==> src/hw/operand_addr_pkg.sv <==
// shared types and constants for the operand address generator
package operand_addr_pkg;

  localparam int ADDR_W   = 32;
  localparam int REG_CNT  = 8;
  localparam int REG_SEL_W = 3;

  // general register index of the stack pointer register
  localparam logic [2:0] STACK_POINTER_SEL = 3'h4;

  // mode encodings: two operand modes, nine memory modes
  localparam int MODE_W = 4;
  typedef enum logic [3:0] {
    MODE_REGISTER      = 4'h0,
    MODE_IMMEDIATE     = 4'h1,
    MODE_DIRECT        = 4'h2,
    MODE_REG_INDIRECT  = 4'h3,
    MODE_BASED         = 4'h4,
    MODE_INDEX         = 4'h5,
    MODE_SCALED_INDEX  = 4'h6,
    MODE_BASED_INDEX   = 4'h7,
    MODE_BASED_SCALED  = 4'h8,
    MODE_BASED_INDEX_D = 4'h9,
    MODE_BASED_SCALED_D = 4'ha
  } addr_mode_e;

  // displacement sizes
  typedef enum logic [1:0] {
    DISP_NONE = 2'h0,
    DISP_8    = 2'h1,
    DISP_16   = 2'h2,
    DISP_32   = 2'h3
  } disp_size_e;

  // operand access widths
  typedef enum logic [1:0] {
    WIDTH_8  = 2'h0,
    WIDTH_16 = 2'h1,
    WIDTH_32 = 2'h2
  } op_width_e;

  // reset values
  localparam logic [31:0] RESET_WORD = 32'h0000_0000;

  // which elements a mode uses
  typedef struct packed {
    logic use_base;
    logic use_index;
    logic use_scale;
    logic use_disp;
    logic is_memory;
  } mode_use_s;

  // request from the decoder
  typedef struct packed {
    addr_mode_e  mode;
    logic [2:0]  base_sel;
    logic [2:0]  index_sel;
    logic [1:0]  scale_shift;
    disp_size_e  disp_size;
    logic [31:0] disp;
    logic [31:0] immediate;
    logic [2:0]  reg_sel;
    op_width_e   reg_width;
    logic        reg_high_byte;
    logic [31:0] seg_base;
  } addr_req_s;

  // result toward segment and paging translation
  typedef struct packed {
    logic        is_memory;
    logic [31:0] offset;
    logic [31:0] linear;
    logic [31:0] operand;
    logic        addr32;
    logic        op32;
  } addr_res_s;

endpackage

==> src/hw/disp_extend.sv <==
// sign extension of the instruction displacement
`timescale 1ns/1ps
module disp_extend
(
  input  wire operand_addr_pkg::disp_size_e size,
  input  wire logic [31:0]                  raw,
  output logic [31:0]                       value
);

  // ==========================================================
  // extension
  always_comb
  begin
    unique case (size)
      operand_addr_pkg::DISP_NONE: value = 32'h0;          // [RULE10]
      operand_addr_pkg::DISP_8:    value = {{24{raw[7]}}, raw[7:0]};   // [RULE5]
      operand_addr_pkg::DISP_16:   value = {{16{raw[15]}}, raw[15:0]}; // [RULE11]
      operand_addr_pkg::DISP_32:   value = raw;            // [RULE5]
    endcase
  end

endmodule

==> src/hw/reg_operand_select.sv <==
// general register read at 8, 16 or 32 bit width
`timescale 1ns/1ps
module reg_operand_select
(
  input  wire logic [31:0]                 reg_value,
  input  wire operand_addr_pkg::op_width_e width,
  input  wire logic                        high_byte,
  output logic [31:0]                      value
);

  // ==========================================================
  // width select
  always_comb
  begin
    unique case (width)
      operand_addr_pkg::WIDTH_8:                                      // [RULE2]
        value = high_byte ? {24'h0, reg_value[15:8]} : {24'h0, reg_value[7:0]};
      operand_addr_pkg::WIDTH_16: value = {16'h0, reg_value[15:0]};   // [RULE2]
      default:                    value = reg_value;                  // [RULE2]
    endcase
  end

endmodule

==> src/hw/operand_address_generator.sv <==
// operand selection and effective / linear address datapath
`timescale 1ns/1ps
// How it works
// RULE1: eleven modes: register, immediate, and nine memory address forms.
// RULE2: register mode reads a general register at 8, 16 or 32 bits.
// RULE3: immediate mode takes the value from the instruction field.
// RULE4: linear address is segment base plus effective offset.
// RULE5: displacement is an 8, 16 or 32 bit instruction immediate.
// RULE6: any general register may be the base.
// RULE7: stack pointer register refused as index; request flagged invalid.
// RULE8: index scaled by 1, 2, 4 or 8 via a 0..3 bit shift.
// RULE9: one cycle latency; base plus index adds one extra clock.
// RULE10: offset is base plus scaled index plus displacement, absent parts zero.
// RULE11: direct mode offset is displacement alone, 8, 16 or 32 bits.
// RULE12: register indirect offset is base register only.
// RULE13: based mode offset is base plus displacement.
// RULE14: index mode offset is unscaled index plus displacement.
// RULE15: scaled index mode offset is scaled index plus displacement.
// RULE16: based index offset is base plus unscaled index.
// RULE17: based scaled index offset is base plus scaled index.
// RULE18: based index with displacement sums all three, unscaled.
// RULE19: based scaled index with displacement sums all three, scaled.
// RULE20: code segment default size bit picks 16 or 32 bit lengths.
// RULE21: sums are 32 bits; carry out of bit 31 dropped.
module operand_address_generator
#(
  parameter int REG_CNT = operand_addr_pkg::REG_CNT
)
(
  input  wire logic                        clk,
  input  wire logic                        srst,
  input  wire logic                        req_valid,
  input  wire operand_addr_pkg::addr_req_s req,
  input  wire logic                        default_size32,
  input  wire logic                        op_size_override,
  input  wire logic                        addr_size_override,
  input  wire logic [REG_CNT*32-1:0]       reg_file,
  output logic                             req_ready,
  output logic                             res_valid,
  output operand_addr_pkg::addr_res_s      res,
  output logic                             index_fault
);

  // ==========================================================
  // helpers
  function automatic operand_addr_pkg::mode_use_s mode_use
  (
    input operand_addr_pkg::addr_mode_e m
  );
    operand_addr_pkg::mode_use_s u;
    u = '0;
    unique case (m)
      operand_addr_pkg::MODE_REGISTER:     u = '0;
      operand_addr_pkg::MODE_IMMEDIATE:    u = '0;
      operand_addr_pkg::MODE_DIRECT:       u = 5'b00011;      // [RULE11]
      operand_addr_pkg::MODE_REG_INDIRECT: u = 5'b10001;      // [RULE12]
      operand_addr_pkg::MODE_BASED:        u = 5'b10011;      // [RULE13]
      operand_addr_pkg::MODE_INDEX:        u = 5'b01011;      // [RULE14]
      operand_addr_pkg::MODE_SCALED_INDEX: u = 5'b01111;      // [RULE15]
      operand_addr_pkg::MODE_BASED_INDEX:  u = 5'b11001;      // [RULE16]
      operand_addr_pkg::MODE_BASED_SCALED: u = 5'b11101;      // [RULE17]
      operand_addr_pkg::MODE_BASED_INDEX_D: u = 5'b11011;     // [RULE18]
      operand_addr_pkg::MODE_BASED_SCALED_D: u = 5'b11111;    // [RULE19]
      default:                             u = '0;            // [RULE1]
    endcase
    return u;
  endfunction

  function automatic logic [31:0] reg_read
  (
    input logic [REG_CNT*32-1:0] regs,
    input logic [2:0]            sel
  );
    return regs[sel*32 +: 32];
  endfunction

  // ==========================================================
  // decode of the request
  operand_addr_pkg::mode_use_s use_c;
  logic [31:0] base_val;
  logic [31:0] index_val;
  logic [31:0] scaled_index;
  logic [31:0] disp_val;
  logic [31:0] reg_val;
  logic [31:0] reg_operand;
  logic        addr32_c;
  logic        op32_c;
  logic        bad_index;
  logic        needs_extra;
  logic        take;

  assign use_c = mode_use(req.mode);
  assign addr32_c = default_size32 ^ addr_size_override;         // [RULE20]
  assign op32_c = default_size32 ^ op_size_override;             // [RULE20]
  assign base_val = use_c.use_base ? reg_read(reg_file, req.base_sel) : 32'h0; // [RULE6]
  assign index_val = use_c.use_index ? reg_read(reg_file, req.index_sel) : 32'h0;
  // shift, not multiply: scale is always a power of two
  assign scaled_index = use_c.use_scale ? (index_val << req.scale_shift) : index_val; // [RULE8]
  assign bad_index = use_c.use_index && (req.index_sel == operand_addr_pkg::STACK_POINTER_SEL); // [RULE7]
  assign needs_extra = use_c.use_base && use_c.use_index;        // [RULE9]
  assign reg_val = reg_read(reg_file, req.reg_sel);

  disp_extend u_disp
  (
    .size  (operand_addr_pkg::disp_size_e'(
              use_c.use_disp ? req.disp_size : operand_addr_pkg::DISP_NONE)),
    .raw   (req.disp),
    .value (disp_val)
  );

  reg_operand_select u_reg
  (
    .reg_value (reg_val),
    .width     (req.reg_width),
    .high_byte (req.reg_high_byte),
    .value     (reg_operand)
  );

  // ==========================================================
  // state machine: extra clock for base plus index
  typedef enum logic [1:0] {
    ST_IDLE  = 2'b01,
    ST_EXTRA = 2'b10
  } agen_state_e;

  agen_state_e state;
  agen_state_e next_state;
  logic [31:0] partial;
  logic [31:0] held_disp;
  logic [31:0] held_seg;
  logic        held_addr32;
  logic        held_op32;
  logic [31:0] next_offset;

  assign take = req_valid && req_ready;

  always_comb
  begin
    next_state = state;
    unique case (state)
      ST_IDLE:
        if (take && needs_extra && !bad_index)
          next_state = ST_EXTRA;                                  // [RULE9]
      ST_EXTRA:
        next_state = ST_IDLE;
    endcase
  end

  always_ff @(posedge clk)
  begin
    if (srst)
      state <= ST_IDLE;
    else
      state <= next_state;
  end

  // ready drops while the extra clock is spent
  always_ff @(posedge clk)
  begin
    if (srst)
      req_ready <= 1'b0;
    else
      req_ready <= (next_state == ST_IDLE);                      // [RULE9]
  end

  // first half of the base plus index sum, carry dropped
  always_ff @(posedge clk)
  begin
    if (srst)
    begin
      partial     <= operand_addr_pkg::RESET_WORD;
      held_disp   <= operand_addr_pkg::RESET_WORD;
      held_seg    <= operand_addr_pkg::RESET_WORD;
      held_addr32 <= 1'b0;
      held_op32   <= 1'b0;
    end
    else if (take)
    begin
      partial     <= base_val + scaled_index;                    // [RULE21]
      held_disp   <= disp_val;
      held_seg    <= req.seg_base;
      held_addr32 <= addr32_c;
      held_op32   <= op32_c;
    end
  end

  // ==========================================================
  // result
  // 16-bit addressing wraps the offset at 64K
  function automatic logic [31:0] size_offset
  (
    input logic [31:0] sum,
    input logic        a32
  );
    return a32 ? sum : {16'h0, sum[15:0]};                       // [RULE20]
  endfunction

  assign next_offset = size_offset(base_val + scaled_index + disp_val, addr32_c); // [RULE10]

  always_ff @(posedge clk)
  begin
    if (srst)
    begin
      res_valid   <= 1'b0;
      index_fault <= 1'b0;
      res         <= '0;
    end
    else if (state == ST_EXTRA)
    begin
      res_valid      <= 1'b1;
      index_fault    <= 1'b0;
      res.is_memory  <= 1'b1;
      res.offset     <= size_offset(partial + held_disp, held_addr32); // [RULE21]
      res.linear     <= held_seg + size_offset(partial + held_disp, held_addr32); // [RULE4]
      res.operand    <= 32'h0;
      res.addr32     <= held_addr32;
      res.op32       <= held_op32;
    end
    // a refused index must leave the last result untouched
    else if (take && !needs_extra && !bad_index)
    begin
      res_valid      <= 1'b1;
      index_fault    <= 1'b0;
      res.is_memory  <= use_c.is_memory;
      res.offset     <= use_c.is_memory ? next_offset : 32'h0;   // [RULE10]
      res.linear     <= use_c.is_memory ? req.seg_base + next_offset : 32'h0; // [RULE4]
      res.addr32     <= addr32_c;
      res.op32       <= op32_c;
      if (req.mode == operand_addr_pkg::MODE_IMMEDIATE)
        res.operand  <= req.immediate;                           // [RULE3]
      else if (req.mode == operand_addr_pkg::MODE_REGISTER)
        res.operand  <= reg_operand;                             // [RULE2]
      else
        res.operand  <= 32'h0;
    end
    else if (take)
    begin
      res_valid   <= 1'b0;
      index_fault <= bad_index;                                  // [RULE7]
    end
    else
    begin
      res_valid   <= 1'b0;
      index_fault <= 1'b0;
    end
  end

endmodule

==> config.mk <==
export PLATFORM = sky130hd
export DESIGN_NAME = operand_address_generator
export DESIGN_NICKNAME = d
export VERILOG_FILES = /design/src/hw/operand_addr_pkg.sv /design/src/hw/disp_extend.sv /design/src/hw/reg_operand_select.sv /design/src/hw/operand_address_generator.sv
export SDC_FILE = /design/constraint.sdc
export NUM_CORES = 1
export LEC_CHECK = 0
export ABC_CLOCK_PERIOD_IN_PS = 10500
export BUFFER_PORTS_ARGS = -buffer_cell sky130_fd_sc_hd__buf_2
export CORE_MARGIN = 2
export CORE_UTILIZATION = 30
export CTS_CLUSTER_SIZE = 12
export DETAILED_ROUTE_END_ITERATION = 8
export GPL_TIMING_DRIVEN = 0
export PLACE_DENSITY = 0.58
export SYNTH_ARGS = -nofsm -noshare
export SYNTH_HDL_FRONTEND = slang
export SYNTH_SLANG_ARGS = --single-unit
==> constraint.sdc <==
create_clock -name clk -period 10.5 [get_ports clk]
set_input_delay 2.1 -clock clk [delete_from_list [all_inputs] [get_ports clk]]
set_output_delay 2.1 -clock clk [all_outputs]
set_load 0.005 [all_outputs]
---- Yosys cells after proc, flatten, opt, wreduce, memory -nomap -nowiden ----
Memories as Yosys holds them, arrays and structs flattened.
Index checks and enable logic that the tools add are counted.
word-level totals
  bits in registers ....................... 202
  bits in read-only memories .............. 80
  input bits .............................. 378
  output and inout port bits .............. 102
  memories kept ........................... 1
memory list
  name             depth  width  read ports  clocked after Yosys merged registers in  write ports  RTL line                         RTL
  (no name shown)  16     5      1           0                                        0            operand_address_generator.sv:52  unique case (m)
operators by class
  add/subtract/negate cells ............... 5
  equal/unequal tests ..................... 9
  shifts and indexed selects .............. 4
  muxes and demuxes ....................... 19
  bitwise gates (word level) .............. 3
  reduce and logical (&&, ||, !) cells .... 15
operator list
  operator            count
  $shiftx 256x9->32   3
  $mux 32             9
  $mux 99             2
  $add 32x32->32      5
  $pmux 32 s4         1
  $pmux 32 s2         1
  $shl 32x2->32       1
  $eq 2x1->1 const B  4
  $mux 8              1
  $logic_and 1x1->1   7
  $eq 2x2->1 const B  3
  $eq 4x1->1 const B  1
  $logic_not 2->1     2
  $logic_not 4->1     1
  $mux 2              2
  $pmux 2 s2          1
  $reduce_or 4->1     1
  $eq 3x3->1 const B  1
  $logic_not 1->1     2
  $mux 1              2
  $reduce_bool 2->1   1
  $reduce_or 2->1     1
  $xor 1x1->1         2
  $not 1->1           1

---- Logic depth before layout (Yosys ltp) ----
  word-level depth ........................ 11
  mapped depth ............................ 44

---- Cells and area by module ----
Synthesis repeated with hierarchy kept, for this count alone.
unflattened totals
  cells, all modules ...................... 2,686
  area, all modules ....................... 22,729.3 sq um
modules (own cells, without submodules)
  module                     instances  cells an instance  area an instance (sq um)  sequential area each (sq um)
  operand_address_generator  1          2,583              21,993.6                  4,043.9
  disp_extend                1          67                 456.7                     0.0
  reg_operand_select         1          36                 279.0                     0.0

---- Least setup slack after synthesis ----
Ideal clock, no wire load.
  path kind ............................... input port to flip-flop
  from .................................... input req[106] (netlist bit)
  to ...................................... register res[65] (netlist bit)
  setup time .............................. 0.124 ns
  arrival ................................. 10.305 ns
  path slack .............................. 0.070 ns
  stages on the path ...................... 41
  cells stage by stage .................... buf_2 clkbuf_1 buf_1 mux4_2 mux2i_1 nor2_1 o21a_1 ha_1 fa_1 a21o_1 a21oi_1 o21bai_1 a21oi_1 o21bai_1 a311oi_1 or2_2 o21ai_0 nor2_1 (+5 left out) o21ai_0 a21oi_1 o21ai_0 a21o_1 a21oi_1 o21bai_1 a21o_1 xnor2_1 nor2_1 ha_1 clkbuf_8 nand3_1 nor4b_2 a31oi_1 a221o_1 or4_1 nand3_1 a31oi_1
on the way
  cells in the longest elaborated chain, start to end .. 11
  elaborated cells on any way between the ends .. 16
RTL lines
  item                          RTL line                          RTL
  start: declaration            operand_address_generator.sv:33   input wire operand_addr_pkg::addr_req_s req,
  $shiftx 256x9->32             operand_address_generator.sv:74   return regs[sel*32 +: 32];
  $mux 32                       operand_address_generator.sv:96   assign index_val = use_c.use_index ? reg_read(reg_file, req.index_sel) : 32'h0;
  $shl 32x2->32                 operand_address_generator.sv:98   assign scaled_index = use_c.use_scale ? (index_val << req.scale_shift) : index_val;
  $mux 32                       operand_address_generator.sv:98
  $add 32x32->32 (2 in series)  operand_address_generator.sv:198  assign next_offset = size_offset(base_val + scaled_index + disp_val, addr32_c);
  $mux 32                       operand_address_generator.sv:195  return a32 ? sum : {16'h0, sum[15:0]};
  $add 32x32->32                operand_address_generator.sv:226  res.linear <= use_c.is_memory ? req.seg_base + next_offset : 32'h0;
  $mux 32                       operand_address_generator.sv:226
  $mux 99                       operand_address_generator.sv:220  else if (take && !needs_extra && !bad_index)
  $mux 99                       operand_address_generator.sv:208  else if (state == ST_EXTRA)
  end: declaration              operand_address_generator.sv:40   output operand_addr_pkg::addr_res_s res,
Several ways; a longest one is shown, not always the timed one. The select of a mux whose other input is x is not followed.
A chain may end at the register's enable or synchronous reset.

---- Final worst setup path ----
Same ends and word-level chain as after synthesis.

==> impl_metrics.ini <==
[worst_setup_path]
required_ns = 11.00
worst_setup_path_start_kind = input port
reg2reg_from = partial[0]
critPathKind = in2reg
crit_arrival_ns = 10.60
crit_path_max_incr_delay_ns = 0.56
slowest_stage = mux4_2
cpMostUsedCell = a21oi_1
critPathCaptureType = register
startpoint = req[106]
cp_max_fo = 10

[worst_hold_path]
min_from = res[51]
holdCritPathClass = reg2reg

[detailed_routing]
vias = 24400
drt_iter0_markers = 2014
drc = 0
wl_per_cell_um = 25.7
wirelength_um = 110000
ant_nets = 0
avgViaCountPerCell = 5.68
drtPass1Iterations = 6

[yosys]
yosys-top-cells-count = 366 x nand2_1, 316 x a21oi_1, 286 x nor2_1, 202 x dfxtp_1, 192 x mux4_2
synth.top_cell.area_share = 0.189
synth_edf_count = 0
synth_area_leaders = mux4_2 19%, dfxtp_1 18%, ha_1 8.4%
syn_area_per_cell_um2 = 8.33
yosys.cell_types.count = 100
synth-seq-area-share = 0.177
synthCells = 2745
async_flop_share = 0
yosysWarnings = 0
syn_area_um2 = 22900
yosys_most_used_dff = dfxtp_1
yosys.area.top_type = mux4_2
syn_nets = 3281
yosysMostFrequentCell = nand2_1
ys_ff_latch = 202

[placement]
post-place-ws_ns = -2.12
gp_congestion = 1.01
post_dp_cell_area_um2 = 26500
dpl.hpwl_um = 93200
dp.cells = 4196
portBuffers = 470

[clock_tree]
cts_hold_buf = 0
cts_sinks = 202
cts_tree = done
path_clk_slew_ns = 0.06
h-tree-depth = 1
cts_root_buf = clkbuf_16
cts_max_path_buffers = 3
clk_latency_ns = 0.63
numCtsBuffers = 28

[die]
dieHeight_um = 280
start_util = 0.302
rows = 101
io_pins = 480
die_w_um = 280
core_area_um2 = 75700
dieArea_um2 = 78500

[global_routing]
grt_pass1_vias = 23400
overflow = 0
grt_max_degree = 16
grt_antenna_before_repair = 32
grt_pass1_wl_um = 156000
grt.total_usage = 0.271

[cells_and_area]
layout.nets = 3794
drive_above_1_share = 0.268
multi_input_area_um2 = 18000
fillCellCount = 7993
finalNonFillerCells = 4290
seq_area_um2 = 4040
syn_to_final_growth_pct = 22.2
fin_area_um2 = 27900

[sta]
maxSlewViolCount = 0
finalHoldViolations = 0
fin_crit_sh = 0.962
worst_slew_pin_slew_ns = 1.27
slew_headroom = 0.143
setup_slack_ns = 0.400
setup_viol = 0
max_freq_mhz = 99.0
layout_min_cycle_time_ns = 10.10
fin_worst_skew_ns = 0.0506

[run_status]
status = finished clean

[pwr]
p_per_area_nw_per_um2 = 134
power_leakage_nw = 12.1
vdd_ir_drop_max_mv = 0.145

[job]
drv_cap = 0
-- through the flow --
stage,setup TNS [ns],hold slack (ns),total power [mW],util
after floorplan,0,0.432,2.11,-
after global placement,-19.62,0.441,2.69,0.349
after CTS,0,0.452,3.68,0.364
after global routing,-0.00742,0.474,3.94,0.369
after detailed placement,-19.58,0.444,2.70,0.350
final,0,0.453,3.74,0.369
-- path summary, 6_finish.rpt --
path / endpoint / slack [ns] / cells past startpoint
worst max-delay path: res[65] / 0.40 / 42
worst max register to register: res[65] / 4.32 / 24
worst min-delay path: res[51] / 0.45 / 2
worst min register to register: res[51] / 0.45 / 2
-- final cells by class --
type,count,share of cell area
buffer,181,0.0346
multi-input combinational,2294,0.644
sequential,202,0.145
inverter,65,0.00873
timing repair buffer,486,0.0890
antenna,32,0.00287
tap,978,0.0438
clock inverter,16,0.00533
clock buffer,36,0.0272
-- kinds of logic (layout without fill, tap and decap cells) --
family                     count (synthesis)  after routing  share of synthesized area
xor gates and xnor gates                 136            136                     0.0529
buffers and inverters                    249            784                     0.0478
DFF                                      202            202                      0.177
other                                      0             32                          0
adders and majority gates                163            163                     0.0904
muxes                                    298            298                      0.236
and+or+nand+nor                          939            939                      0.180
AOI/OAI and AO/OA                        758            758                      0.215
-- report_power, final --
| group | total, mW | internal, mW | switching, mW |
|---|---|---|---|
| clock network | 0.964 | 0.541 | 0.423 |
| logic | 1.93 | 0.789 | 1.14 |
| registers | 0.855 | 0.821 | 0.0338 |
-- state kept, by name, indices dropped and copies added (netlist names) --
name	flops
held_op32	1
state	2
index_fault	1
held_seg	32
res_valid	1
res	99
held_addr32	1
partial	32
req_ready	1
held_disp	32
-- critical path: cells and delay by family --
kind	cells	cell delay, ns
mux	2	0.79
xor+xnor	2	0.40
buf+inv	5	0.83
fa+ha+maj	3	1.04
compound gates	16	2.77
simple gates	14	2.55
-- timing repair --
action | 4_1_cts | 5_1_grt
pin swaps | 2 | 15
buffers inserted | 1 | 12
endpoints found under the setup margin | 12 | 10
gates resized for setup | 71 | 73
-- per-layer routing --
layer | part of all wire | global-route usage
met3 | 0.071 | 0.0379
met1 | 0.39 | 0.319
met2 | 0.47 | 0.463
met4 | 0.071 | 0.171
met5 | 0.00011 | 0
-- cell usage in the layout (no fill, tap or decap), types with 18 or more instances in the layout --
cell type,synthesis,layout
and2_1,24,24
nor3_1,99,98
xor2_1,31,29
dfxtp_1,202,202
xnor2_1,104,99
nand2b_1,21,21
buf_2,1,475
o21ai_0,75,73
diode_2,0,32
nand2_1,366,366
nand3_1,48,48
a21o_1,74,74
mux4_2,192,192
a21oi_1,316,304
a22oi_1,18,18
inv_1,63,63
o21a_1,21,20
a221oi_1,34,34
ha_1,153,149
a211oi_1,39,39
clkbuf_16,0,28
mux2i_1,91,83
nor2_1,286,284
clkbuf_1,143,128
o21bai_1,24,23
(Power assumes the default switching activity.)
